===== src/common/aadc_map.vh =====
// constants for the converter post-processing block
// assumes a single 16 MHz converter clock domain
`ifndef AADC_MAP_VH
`define AADC_MAP_VH

// ==========================================
// data widths and codes
`define AADC_DW 10
`define AADC_ACCW 16
`define AADC_CODE_MIN 10'h000
`define AADC_CODE_MAX 10'h3FF
`define AADC_DIFF_MID 11'h1FF
`define AADC_NCMP 8
`define AADC_NSTEP 8

// ==========================================
// averaging control field
`define AADC_SAC_W 3
`define AADC_SAC_OFF 3'h0
`define AADC_SAC_MAX 3'h6

// ==========================================
// step control nibble bit positions
`define AADC_NIB_DIFF 0
`define AADC_NIB_END 1
`define AADC_NIB_IE 2
`define AADC_NIB_TS 3

// ==========================================
// comparator bands and modes
`define AADC_BAND_LOW 2'h0
`define AADC_BAND_MID 2'h1
`define AADC_BAND_HIGH 2'h3
`define AADC_MODE_ALWAYS 2'h0
`define AADC_MODE_ONCE 2'h1
`define AADC_MODE_HALWAYS 2'h2
`define AADC_MODE_HONCE 2'h3

`endif


===== src/verilog/aadc_top.v =====
// converter post-processing: input select,
// differential coding, averaging, comparators
// assumes converter, sequencer FIFO and PWM
// all run on the same 16 MHz clock
`timescale 1ns/1ps
`default_nettype none
`include "aadc_map.vh"

module aadc_top
(
  input wire clk,
  input wire rst,
  // reference select control bit
  input wire converter_control_reg_vref,
  // averaging control field, power of two
  input wire [2:0] sample_averaging_control,
  // eight step nibbles: diff, end, ie, ts
  input wire [31:0] sequence_step_control,
  // eight step input-select nibbles
  input wire [31:0] sequence_input_select,
  // per-step comparator routing
  input wire [7:0] step_compare_enable,
  input wire [23:0] step_compare_select,
  // sequence start pulse
  input wire seq_trigger,
  // converter handshake
  output wire conv_start,
  input wire conv_done,
  input wire [9:0] conv_pos_data,
  input wire [9:0] conv_neg_data,
  // analog front-end selection
  output reg ext_ref_select,
  output reg [3:0] mux_pos_select,
  output reg [3:0] mux_neg_select,
  output reg diff_enable,
  output reg temp_select,
  // sequencer FIFO write side
  output reg fifo_write,
  output reg [9:0] fifo_data,
  output reg [2:0] fifo_step,
  output reg step_interrupt,
  output reg seq_busy,
  // comparator configuration, flattened
  input wire [79:0] lower_limit,
  input wire [79:0] upper_limit,
  input wire [7:0] cmp_int_enable,
  input wire [7:0] cmp_trig_enable,
  input wire [15:0] cmp_int_mode,
  input wire [15:0] cmp_int_band,
  input wire [15:0] cmp_trig_mode,
  input wire [15:0] cmp_trig_band,
  // comparator outputs
  output wire [7:0] cmp_interrupt,
  output wire [7:0] cmp_trigger
);

  // ==========================================
  // sequence state machine codes
  localparam ST_IDLE = 2'h0;
  localparam ST_START = 2'h1;
  localparam ST_WAIT = 2'h2;
  localparam ST_SETTLE = 2'h3;

  // current state and its next value
  reg [1:0] state_q;
  reg [1:0] state_d;
  // current step and its next value
  reg [2:0] step_q;
  reg [2:0] step_d;
  // start pulse to the converter
  reg start_q;
  // clears the averager at sequence start
  reg clear_q;
  // averaged entry strobe from the averager
  wire avg_valid;
  // averaged entry value from the averager
  wire [9:0] avg_data;

  // ==========================================
  // per-step configuration picked by step
  // current control nibble
  wire [3:0] ctl_nib = sequence_step_control[step_q*4 +: 4];
  // current input-select nibble
  wire [3:0] sel_nib = sequence_input_select[step_q*4 +: 4];
  // last step reached, either by flag or wrap
  wire last_step = ctl_nib[`AADC_NIB_END] || (step_q == 3'h7);
  // nibbles of the step about to be started;
  // step_d already holds the step that the
  // coming conversion belongs to
  // control nibble for the coming start
  wire [3:0] nxt_ctl = sequence_step_control[step_d*4 +: 4];
  // input-select nibble for the coming start
  wire [3:0] nxt_sel = sequence_input_select[step_d*4 +: 4];

  // ==========================================
  // reference select
  // the code range does not depend on it, so
  // nothing downstream looks at this bit
  // drive reference choice
  always @(posedge clk)
  begin
    if (rst)
      ext_ref_select <= 1'b0;
    else
      ext_ref_select <= converter_control_reg_vref;
  end

  // ==========================================
  // sequence state machine
  always @*
  begin
    state_d = state_q;
    step_d = step_q;
    case (state_q)
      ST_IDLE:
      begin
        // wait for a sequence start
        if (seq_trigger)
        begin
          state_d = ST_START;
          step_d = 3'h0;
        end
      end
      ST_START:
        // one conversion requested
        state_d = ST_WAIT;
      ST_WAIT:
      begin
        // converter still working
        if (conv_done)
          state_d = ST_SETTLE;
      end
      ST_SETTLE:
      begin
        if (avg_valid && last_step)
          state_d = ST_IDLE;
        else if (avg_valid)
        begin
          state_d = ST_START;
          step_d = step_q + 3'h1;
        end
        else
          // repeat the same step for averaging
          state_d = ST_START;
      end
      default:
        state_d = ST_IDLE;
    endcase
  end

  // ==========================================
  // state registers
  // conv_start and busy are decoded from the next
  // state, the clear strobe from idle and trigger,
  // so they line up with the state change itself and
  // no extra cycle of latency is added
  always @(posedge clk)
  begin
    if (rst)
    begin
      state_q <= ST_IDLE;
      step_q <= 3'h0;
      start_q <= 1'b0;
      clear_q <= 1'b0;
      seq_busy <= 1'b0;
    end
    else
    begin
      state_q <= state_d;
      step_q <= step_d;
      start_q <= (state_d == ST_START);
      // a fresh sequence drops any partial sum
      clear_q <= (state_q == ST_IDLE) && seq_trigger;
      seq_busy <= (state_d != ST_IDLE);
    end
  end

  // converter start follows the state directly
  assign conv_start = start_q;

  // ==========================================
  // analog input selection, set with start
  // the nibbles come from the step that the
  // coming start will convert, not the one
  // that just finished, so a step advance or
  // a fresh sequence never converts with the
  // previous step's input selection
  always @(posedge clk)
  begin
    if (rst)
    begin
      mux_pos_select <= 4'h0;
      mux_neg_select <= 4'h0;
      diff_enable <= 1'b0;
      temp_select <= 1'b0;
    end
    else if (state_d == ST_START)
    begin
      diff_enable <= nxt_ctl[`AADC_NIB_DIFF];
      temp_select <= nxt_ctl[`AADC_NIB_TS];
      if (nxt_ctl[`AADC_NIB_DIFF])
      begin
        // even positive pair
        // only the low three bits count, so no
        // other pairing can be formed
        mux_pos_select <= {nxt_sel[2:0], 1'b0};
        mux_neg_select <= {nxt_sel[2:0], 1'b1};
      end
      else
      begin
        // single-ended: negative side unused
        mux_pos_select <= nxt_sel;
        mux_neg_select <= 4'h0;
      end
    end
  end

  // ==========================================
  // result coding
  // the halving loses the lowest bit of the
  // difference, so the top code is 0x3FE; a
  // wider code would not fit the FIFO entry
  // difference in eleven bits, two's complement
  wire [10:0] delta = {1'b0, conv_pos_data} - {1'b0, conv_neg_data};
  // halve so +/- full scale fits the code
  wire [10:0] half = {delta[10], delta[10:1]};
  // shift zero difference to mid code
  wire [10:0] offs = half + `AADC_DIFF_MID;
  // offset-coded difference
  // only the -1023 corner goes below zero
  wire [9:0] diff_code = offs[10] ? `AADC_CODE_MIN : offs[9:0];
  wire [9:0] conv_code = diff_enable ? diff_code : conv_pos_data;

  // ==========================================
  // shared averager
  // one instance serves every step and every
  // input kind, so the field cannot differ
  // between single-ended and differential steps
  // the trade is throughput: each entry costs
  // N conversions of the same step

  // one averager, shift 0 passes
  // a field of 0 keeps N at one, so the reset
  // value lets each conversion through as is
  aadc_avg u_avg
  (
    .clk(clk),
    .rst(rst),
    .clear(clear_q),
    .shift(sample_averaging_control),
    .in_valid(conv_done && (state_q == ST_WAIT)),
    .in_data(conv_code),
    .out_valid(avg_valid),
    .out_data(avg_data)
  );

  // ==========================================
  // FIFO write and step interrupt
  // no back-pressure here: the FIFO reports
  // its own overflow when it cannot take one
  always @(posedge clk)
  begin
    if (rst)
    begin
      fifo_write <= 1'b0;
      fifo_data <= 10'h000;
      fifo_step <= 3'h0;
      step_interrupt <= 1'b0;
    end
    else
    begin
      fifo_write <= avg_valid;
      step_interrupt <= avg_valid && ctl_nib[`AADC_NIB_IE];
      if (avg_valid)
      begin
        fifo_data <= avg_data;
        fifo_step <= step_q;
      end
    end
  end

  // ==========================================
  // comparator routing for the current step
  // comparator chosen for this step
  wire [2:0] cmp_sel = step_compare_select[step_q*3 +: 3];
  // entry goes to a comparator, not only FIFO
  wire cmp_go = avg_valid && step_compare_enable[step_q];

  // ==========================================
  // comparator bank
  // each comparator runs two independent
  // functions on the same conversion data
  // the two functions keep separate state, so
  // enabling one never disturbs the other; a
  // step routes to one comparator only, which
  // keeps at most one bit of each bank high
  genvar gi;
  generate
    for (gi = 0; gi < `AADC_NCMP; gi = gi + 1)
    begin : g_cmp
      // this comparator is selected
      wire pick = cmp_go && (cmp_sel == gi);

      aadc_cmp u_int
      (
        .clk(clk),
        .rst(rst),
        .enable(cmp_int_enable[gi]),
        .in_valid(pick),
        .in_data(avg_data),
        .lower_limit(lower_limit[gi*10 +: 10]),
        .upper_limit(upper_limit[gi*10 +: 10]),
        .mode(cmp_int_mode[gi*2 +: 2]),
        .band(cmp_int_band[gi*2 +: 2]),
        .hit(cmp_interrupt[gi])
      );

      aadc_cmp u_trig
      (
        .clk(clk),
        .rst(rst),
        .enable(cmp_trig_enable[gi]),
        .in_valid(pick),
        .in_data(avg_data),
        .lower_limit(lower_limit[gi*10 +: 10]),
        .upper_limit(upper_limit[gi*10 +: 10]),
        .mode(cmp_trig_mode[gi*2 +: 2]),
        .band(cmp_trig_band[gi*2 +: 2]),
        .hit(cmp_trigger[gi])
      );
    end
  endgenerate

endmodule
`default_nettype wire


===== src/verilog/aadc_avg.v =====
// shared sample averager for every sequence step
// assumes in_valid is a one-cycle pulse per conversion
`timescale 1ns/1ps
`default_nettype none
`include "aadc_map.vh"

module aadc_avg
(
  input wire clk,
  input wire rst,
  input wire clear,
  input wire [2:0] shift,
  input wire in_valid,
  input wire [9:0] in_data,
  output reg out_valid,
  output reg [9:0] out_data
);

  // running sum, wide enough for 64 full codes
  reg [15:0] acc_q;
  // conversions taken so far
  reg [6:0] cnt_q;
  // clamp the field so no count passes 64
  wire [2:0] sh = (shift > `AADC_SAC_MAX) ? `AADC_SAC_MAX : shift;
  wire [6:0] target = 7'h01 << sh;
  wire [15:0] sum = acc_q + {6'h00, in_data};
  wire [15:0] quo = sum >> sh;

  // ==========================================
  // accumulate and emit
  // accumulate then divide
  always @(posedge clk)
  begin
    if (rst || clear)
    begin
      acc_q <= 16'h0000;
      cnt_q <= 7'h00;
      out_valid <= 1'b0;
      out_data <= 10'h000;
    end
    else if (in_valid && (cnt_q + 7'h01 == target))
    begin
      // last of the group: emit and restart
      acc_q <= 16'h0000;
      cnt_q <= 7'h00;
      out_valid <= 1'b1;
      out_data <= quo[9:0];
    end
    else if (in_valid)
    begin
      acc_q <= sum;
      cnt_q <= cnt_q + 7'h01;
      out_valid <= 1'b0;
    end
    else
      out_valid <= 1'b0;
  end

endmodule
`default_nettype wire


===== src/verilog/aadc_cmp.v =====
// one comparator function (interrupt or trigger path)
// assumes limits hold upper >= lower
`timescale 1ns/1ps
`default_nettype none
`include "aadc_map.vh"

module aadc_cmp
(
  input wire clk,
  input wire rst,
  input wire enable,
  input wire in_valid,
  input wire [9:0] in_data,
  input wire [9:0] lower_limit,
  input wire [9:0] upper_limit,
  input wire [1:0] mode,
  input wire [1:0] band,
  output reg hit
);

  // previous conversion met the criterion
  reg prev_q;
  // hysteresis latched, cleared by opposite band
  reg hyst_q;
  wire is_low = in_data <= lower_limit;
  wire is_high = in_data > upper_limit;
  wire is_mid = !is_low && !is_high;
  reg met;
  reg opp;
  reg fire;

  // ==========================================
  // criterion and mode decode
  always @*
  begin
    met = 1'b0;
    opp = 1'b0;
    case (band)
      `AADC_BAND_LOW:
      begin
        met = is_low;
        opp = is_high;
      end
      `AADC_BAND_MID: met = is_mid;
      `AADC_BAND_HIGH:
      begin
        met = is_high;
        opp = is_low;
      end
      default: met = 1'b0;
    endcase
    case (mode)
      `AADC_MODE_ALWAYS: fire = met;
      `AADC_MODE_ONCE: fire = met && !prev_q;
      `AADC_MODE_HALWAYS: fire = met || (hyst_q && !opp);
      `AADC_MODE_HONCE: fire = met && !hyst_q && !prev_q;
      default: fire = 1'b0;
    endcase
  end

  // ==========================================
  // state update per monitored conversion
  always @(posedge clk)
  begin
    if (rst || !enable)
    begin
      prev_q <= 1'b0;
      hyst_q <= 1'b0;
      hit <= 1'b0;
    end
    else if (in_valid)
    begin
      prev_q <= met;
      hyst_q <= opp ? 1'b0 : (met | hyst_q);
      hit <= fire;
    end
    else
      hit <= 1'b0;
  end

endmodule
`default_nettype wire


===== config.mk =====
export PLATFORM = sky130hd
export DESIGN_NAME = aadc_top
export DESIGN_NICKNAME = d
export VERILOG_FILES = /design/src/verilog/aadc_top.v /design/src/verilog/aadc_avg.v /design/src/verilog/aadc_cmp.v
export VERILOG_INCLUDE_DIRS = /design/src /design/src/common
export SDC_FILE = /design/constraint.sdc
export NUM_CORES = 1
export LEC_CHECK = 0
export BUFFER_PORTS_ARGS = -buffer_cell sky130_fd_sc_hd__clkbuf_2
export CAP_MARGIN = 20
export CORE_UTILIZATION = 57
export CTS_BUF_LIST = sky130_fd_sc_hd__clkbuf_8
export DETAILED_ROUTE_END_ITERATION = 10
export GPL_ROUTABILITY_DRIVEN = 0
export PLACE_DENSITY = 0.82
export SLEW_MARGIN = 20
export SYNTH_ARGS = -nofsm -noshare
export SYNTH_HDL_FRONTEND = slang
export SYNTH_HIERARCHICAL = 1
export SYNTH_SLANG_ARGS = --single-unit
export TNS_END_PERCENT = 50

===== constraint.sdc =====
create_clock -name clk -period 9.5 [get_ports clk]
set_input_delay 1.9 -clock clk [delete_from_list [all_inputs] [get_ports clk]]
set_output_delay 1.9 -clock clk [all_outputs]
set_load 0.05 [all_outputs]

==> Word level (Yosys, flattened, before mapping) <==
Index checks and enable logic that the tools add are counted.
W data, S select, Z words.
{ "classes": {"reduce_logical": 252, "n_lt_le_gt_ge": 18, "add_sub_neg": 5, "n_mux": 80, "eq_ne": 93, "shift": 6, "n_bitwise": 24, "n_mul": 1} }
{ "ops": {"columns": ["cell", "n"], "rows": [
  ["$eq A2 B2 Y1 const B", 50],
  ["$logic_and A1 B1 Y1", 86],
  ["$gt A10 B10 Y1", 8],
  ["$le A10 B10 Y1", 8],
  ["$logic_not A1 Y1", 80],
  ["$eq A2 B1 Y1 const B", 34],
  ["$logic_not A2 Y1", 33],
  ["$pmux W1 S4", 16],
  ["$shiftx A32 B6 Y4", 2],
  ["$pmux W1 S3", 16],
  ["$logic_or A1 B1 Y1", 34],
  ["$reduce_or A2 Y1", 17],
  ["$pmux W1 S2", 16],
  ["$shiftx A32 B6 Y3", 1],
  ["$shiftx A24 B6 Y3", 1],
  ["$mux W10", 2],
  ["$mux W1", 19],
  ["$add A16 B10 Y16", 1],
  ["$or A1 B1 Y1", 16],
  ["$shr A16 B3 Y10", 1],
  ["$eq A3 B3 Y1 const B", 5],
  ["$mux W3", 4],
  ["$add A10 B10 Y11 const B", 1],
  ["$sub A10 B10 Y11", 1],
  ["other kinds (17)", 27]
]} }
{ "word_totals": {"output_inout_bits": 44, "input_bits": 364, "ff_bits": 116, "elab_cells": 545} }

==> Logic depth before layout (Yosys ltp) <==
{ "logic_depth": {"ltp_word": 7, "depth_mapped": 21, "ltp_nobuf": 21} }

==> Cells and area by module <==
Netlist, hierarchy kept.
{ "by_module_without_submodules": {"columns": ["module", "area_per_inst_um2", "instances", "cells_per_inst", "seq_area_each_um2"], "rows": [
  ["aadc_cmp", 785.8, 16, 101, 60.1],
  ["aadc_top", 3079.2, 1, 361, 660.6],
  ["aadc_avg", 2733.9, 1, 329, 680.7]
]} }

==> Least setup slack after synthesis <==
Ideal clock, no wire load.
{ "synth_timing": {"path_kind": "in2reg", "startpoint": "input port conv_neg_data[0]", "endpoint": "register u_avg.out_data[3]", "cell_stages": 21, "setup_slack_ps": 2607, "n_path_buf": 0, "t_arrival_ps": 6778, "required_ps": 9385, "setup_ps": 115, "path_cell_list": "nor2b_1 fa_1 nor2b_1 o21ai_1 a21boi_1 o21ai_1 a21boi_1 o2111ai_1 or2_1 o41ai_2 o22ai_1 ha_1 fa_1 a211oi_1 nor3_2 o21ai_2 xor2_1 mux2i_1 mux4_2 mux2_2 and2_1"} }
{ "synth_between": {"elab_chain_len": 6} }
{ "synth_rtl": {"columns": ["item", "line", "source"], "rows": [
  ["start: declaration", "aadc_top.v:30", "input wire [9:0] conv_neg_data,"],
  ["$sub A10 B10 Y11", "aadc_top.v:224", "wire [10:0] delta = {1'b0, conv_pos_data} - {1'b0, conv_neg_data};"],
  ["$add A10 B10 Y11 (no line)", null, null],
  ["$mux W10", "aadc_top.v:231", "wire [9:0] diff_code = offs[10] ? `AADC_CODE_MIN : offs[9:0];"],
  ["$mux W10", "aadc_top.v:232", "wire [9:0] conv_code = diff_enable ? diff_code : conv_pos_data;"],
  ["named net conv_code[0]", "aadc_top.v:232", null],
  ["$add A16 B10 Y16", "aadc_avg.v:26", "wire [15:0] sum = acc_q + {6'h00, in_data};"],
  ["$shr A16 B3 Y10", "aadc_avg.v:27", "wire [15:0] quo = sum >> sh;"],
  ["end signal: assignment", "aadc_avg.v:47", "out_data <= quo[9:0];"],
  ["end: declaration", "aadc_avg.v:16", "output reg [9:0] out_data"]
]} }
The timed path passes the listed nets, and every way through them passes these cells.
A chain may end at the register's enable or synchronous reset.

==> Final worst setup path <==
Ends and elaborated chain as after synthesis.

==> metrics <==
CP max FO=8; grt total ovfl=0; Synth Area per Inst=7.973 um^2; f_max=139.8 MHz; CP Launch Point=conv_neg_data[0]; Crit Path Category=in2reg; All-Layer GR Usage=0.3330; latest clock arrival within the worst-skew pair=0.48 ns; Mapped Cells=2306; global-route wire length before repair=89230 um; clk sinks=115; Min Hold Slack=0.4844 ns; peak supply drop=175.9 uV; Critical R2R Capture=u_avg/out_data[3]; RSZ-0062 raised after global routing=no; HP Class=reg2reg; cell taking the most area after synthesis=ha_1; max_cap viols=0; Worst Tran Pin Value=1.163 ns; placed cells=3078; top post-synthesis cells by area=ha_1, dfxtp_1, inv_1; post-route minimum period=7.155 ns; Post-synth top flop=dfxtp_1; via count=18730; DRC viols=0; Die Area=32980 um^2; Commonest cells post-synth=inv_1, ha_1, nor2_1; routed wire length=55720 um; Die Height=181.6 um; worst-case clock buffer depth=2; total CTS buffers=17; flop2flop setup slack=5.69 ns; Nets=3471; HPWL after DPL=44130 um; synth-to-layout area growth=15.14%; cts hold-fix bufs=0; vias per inst=6.006; setup TNS=0 ns; Post-synth ARST share=0; CTS tree=built; Static Leak=10.63 nW; clock-pin slew on the worst setup and hold paths=0.09 ns; Relative slew margins=0.2246; # resized after CTS=0; power density over the cells=90.10 nW/um^2; drt pass-1 iters=8; DRT iter0 DRCs=1179; Mapped Nets=3082; initial antenna violation count=7; vias in the first global route=18930; CP startpoint kind=input pin; WL/cell=17.87 um; Reg2Reg Depth=11; Hold Crit Depth=2; Ports=408; Post CTS Setup Buffer Count=0; Layout Cells excl Fill=3118; end point of the critical path=u_avg/out_data[3]; largest net degree at the start of global routing=50; Seq/Total Area, Yosys=0.1252; Layout Skew=0.01782 ns; core area=31640 um^2; RR Startpoint=mux_neg_select[0]; final hold vios=0; layout cell share with drive strength beyond 1=0.2441; Finish-stage setup viols=0; Critical Path RT=9.86 ns; Worst Path Arrival=7.52 ns; status=finished, final reports clean; H-Tree Depth=4; antenna-violating nets left=0; initial core utilization=0.5811; number of port buffers=407; pins over their slew limit=0; Yosys top cell area share=0.2790; crit end category=register; count leader, synth=inv_1; Ys Warns=6; CTS root buffer=clkbuf_8; #FFs+latches synth=115; Post-Syn Area=18390 um^2; FP Rows=65; fin crit share=0.7532; die width=181.6 um; Netlist cell types=89; number of synthesized flops with an enable pin=0
## cells by family after synthesis
family,share of synthesized area
xor gates and xnor gates,0.01851
muxes,0.06084
adders and majority gates,0.2812
AOI/OAI and AO/OA,0.2292
buffers and inverters,0.1048
and+or+nand+nor,0.1802
DFF,0.1252
## worst min path at each step
stage / from / slack, ns / end
after detailed placement: u_avg/acc_q[8] / 0.47 / u_avg/acc_q[8]
after floorplan: clear_q / 0.40 / u_avg/out_data[1]
final: u_avg/acc_q[8] / 0.48 / u_avg/acc_q[8]
after CTS: u_avg/acc_q[8] / 0.49 / u_avg/acc_q[8]
after global routing: u_avg/acc_q[8] / 0.50 / u_avg/acc_q[8]
after global placement: mux_pos_select[0] / 0.46 / mux_pos_select[0]
## worst max-delay path, cell delays in order
cell,delay (ns)
clkbuf_2,0.07
nor2b_1,0.14
fa_1,0.41
nor2b_1,0.13
o21ai_1,0.07
a21boi_1,0.25
o21ai_1,0.12
a21boi_1,0.24
o2111ai_1,0.22
or2_1,0.31
o41ai_2,0.70
o22ai_1,0.16
ha_1,0.29
fa_1,0.43
a211oi_1,0.45
nor3_2,0.15
o21ai_2,0.23
xor2_1,0.22
mux2i_1,0.13
mux4_2,0.46
mux2_2,0.27
and2_1,0.15
## metal layers
| layer | part of all wire | global-route usage | vias to the layer above | wire (um) |
|---|---|---|---|---|
| li1 | - | - | 9061 | - |
| met1 | 0.39 | 0.3663 | 8703 | 21650 |
| met2 | 0.49 | 0.5974 | 790 | 27030 |
| met3 | 0.076 | 0.05836 | 170 | 4217 |
| met4 | 0.050 | 0.1990 | 2 | 2806 |
| met5 | 0.00032 | 0 | - | 18 |
## metrics by stage
| stage | total power, mW | setup WS (ns) | cell area (um^2) | utilization |
|---|---|---|---|---|
| final | 1.907 | 2.345 | 21170 | 0.6691 |
| after global placement | 1.382 | 2.080 | 20750 | 0.6560 |
| after detailed placement | 1.421 | 1.910 | 20760 | 0.6563 |
| after CTS | 1.900 | 2.398 | 21140 | 0.6683 |
| after floorplan | 1.183 | 2.607 | 18390 | - |
| after global routing | 2.029 | 1.990 | 21160 | 0.6689 |
## registers in the layout, indices dropped and copies added (netlist names), 7 cells and up
signal               cells
u_avg/out_data          10
g_cmp.u_int/hit          8
g_cmp.u_trig/hit         8
g_cmp.u_int/prev_q       8
u_avg/acc_q             16
g_cmp.u_trig/prev_q      8
g_cmp.u_trig/hyst_q      8
fifo_data               10
g_cmp.u_int/hyst_q       8
u_avg/cnt_q              7
## layout by cell type (no fill, tap or decap), drive strengths merged, types with 57 or more instances in the layout
| cell type | n |
|---|---|
| inv | 461 |
| nand2 | 110 |
| ha | 410 |
| dfxtp | 115 |
| o21ai | 150 |
| a211oi | 108 |
| mux2i | 61 |
| nor2 | 151 |
| nand2b | 57 |
| clkbuf | 424 |
| nand4 | 72 |
| a21oi | 135 |
## report_power, final
group	total, mW	switching [mW]	leakage [nW]	internal (mW)
registers	0.541	0.0304	0.934	0.511
clock network	0.472	0.258	0.188	0.214
logic	0.894	0.551	9.50	0.344
## final cells by class
type | instances | area, um^2
multi-input combinational | 1696 | 14180
inverter | 453 | 1700
fill | 2624 | 10470
timing repair buffer | 412 | 2074
clock inverter | 15 | 146.4
antenna | 8 | 20.02
clock buffer | 17 | 234.0
tap | 402 | 503.0
sequential | 115 | 2313
(Power assumes the default switching activity.)
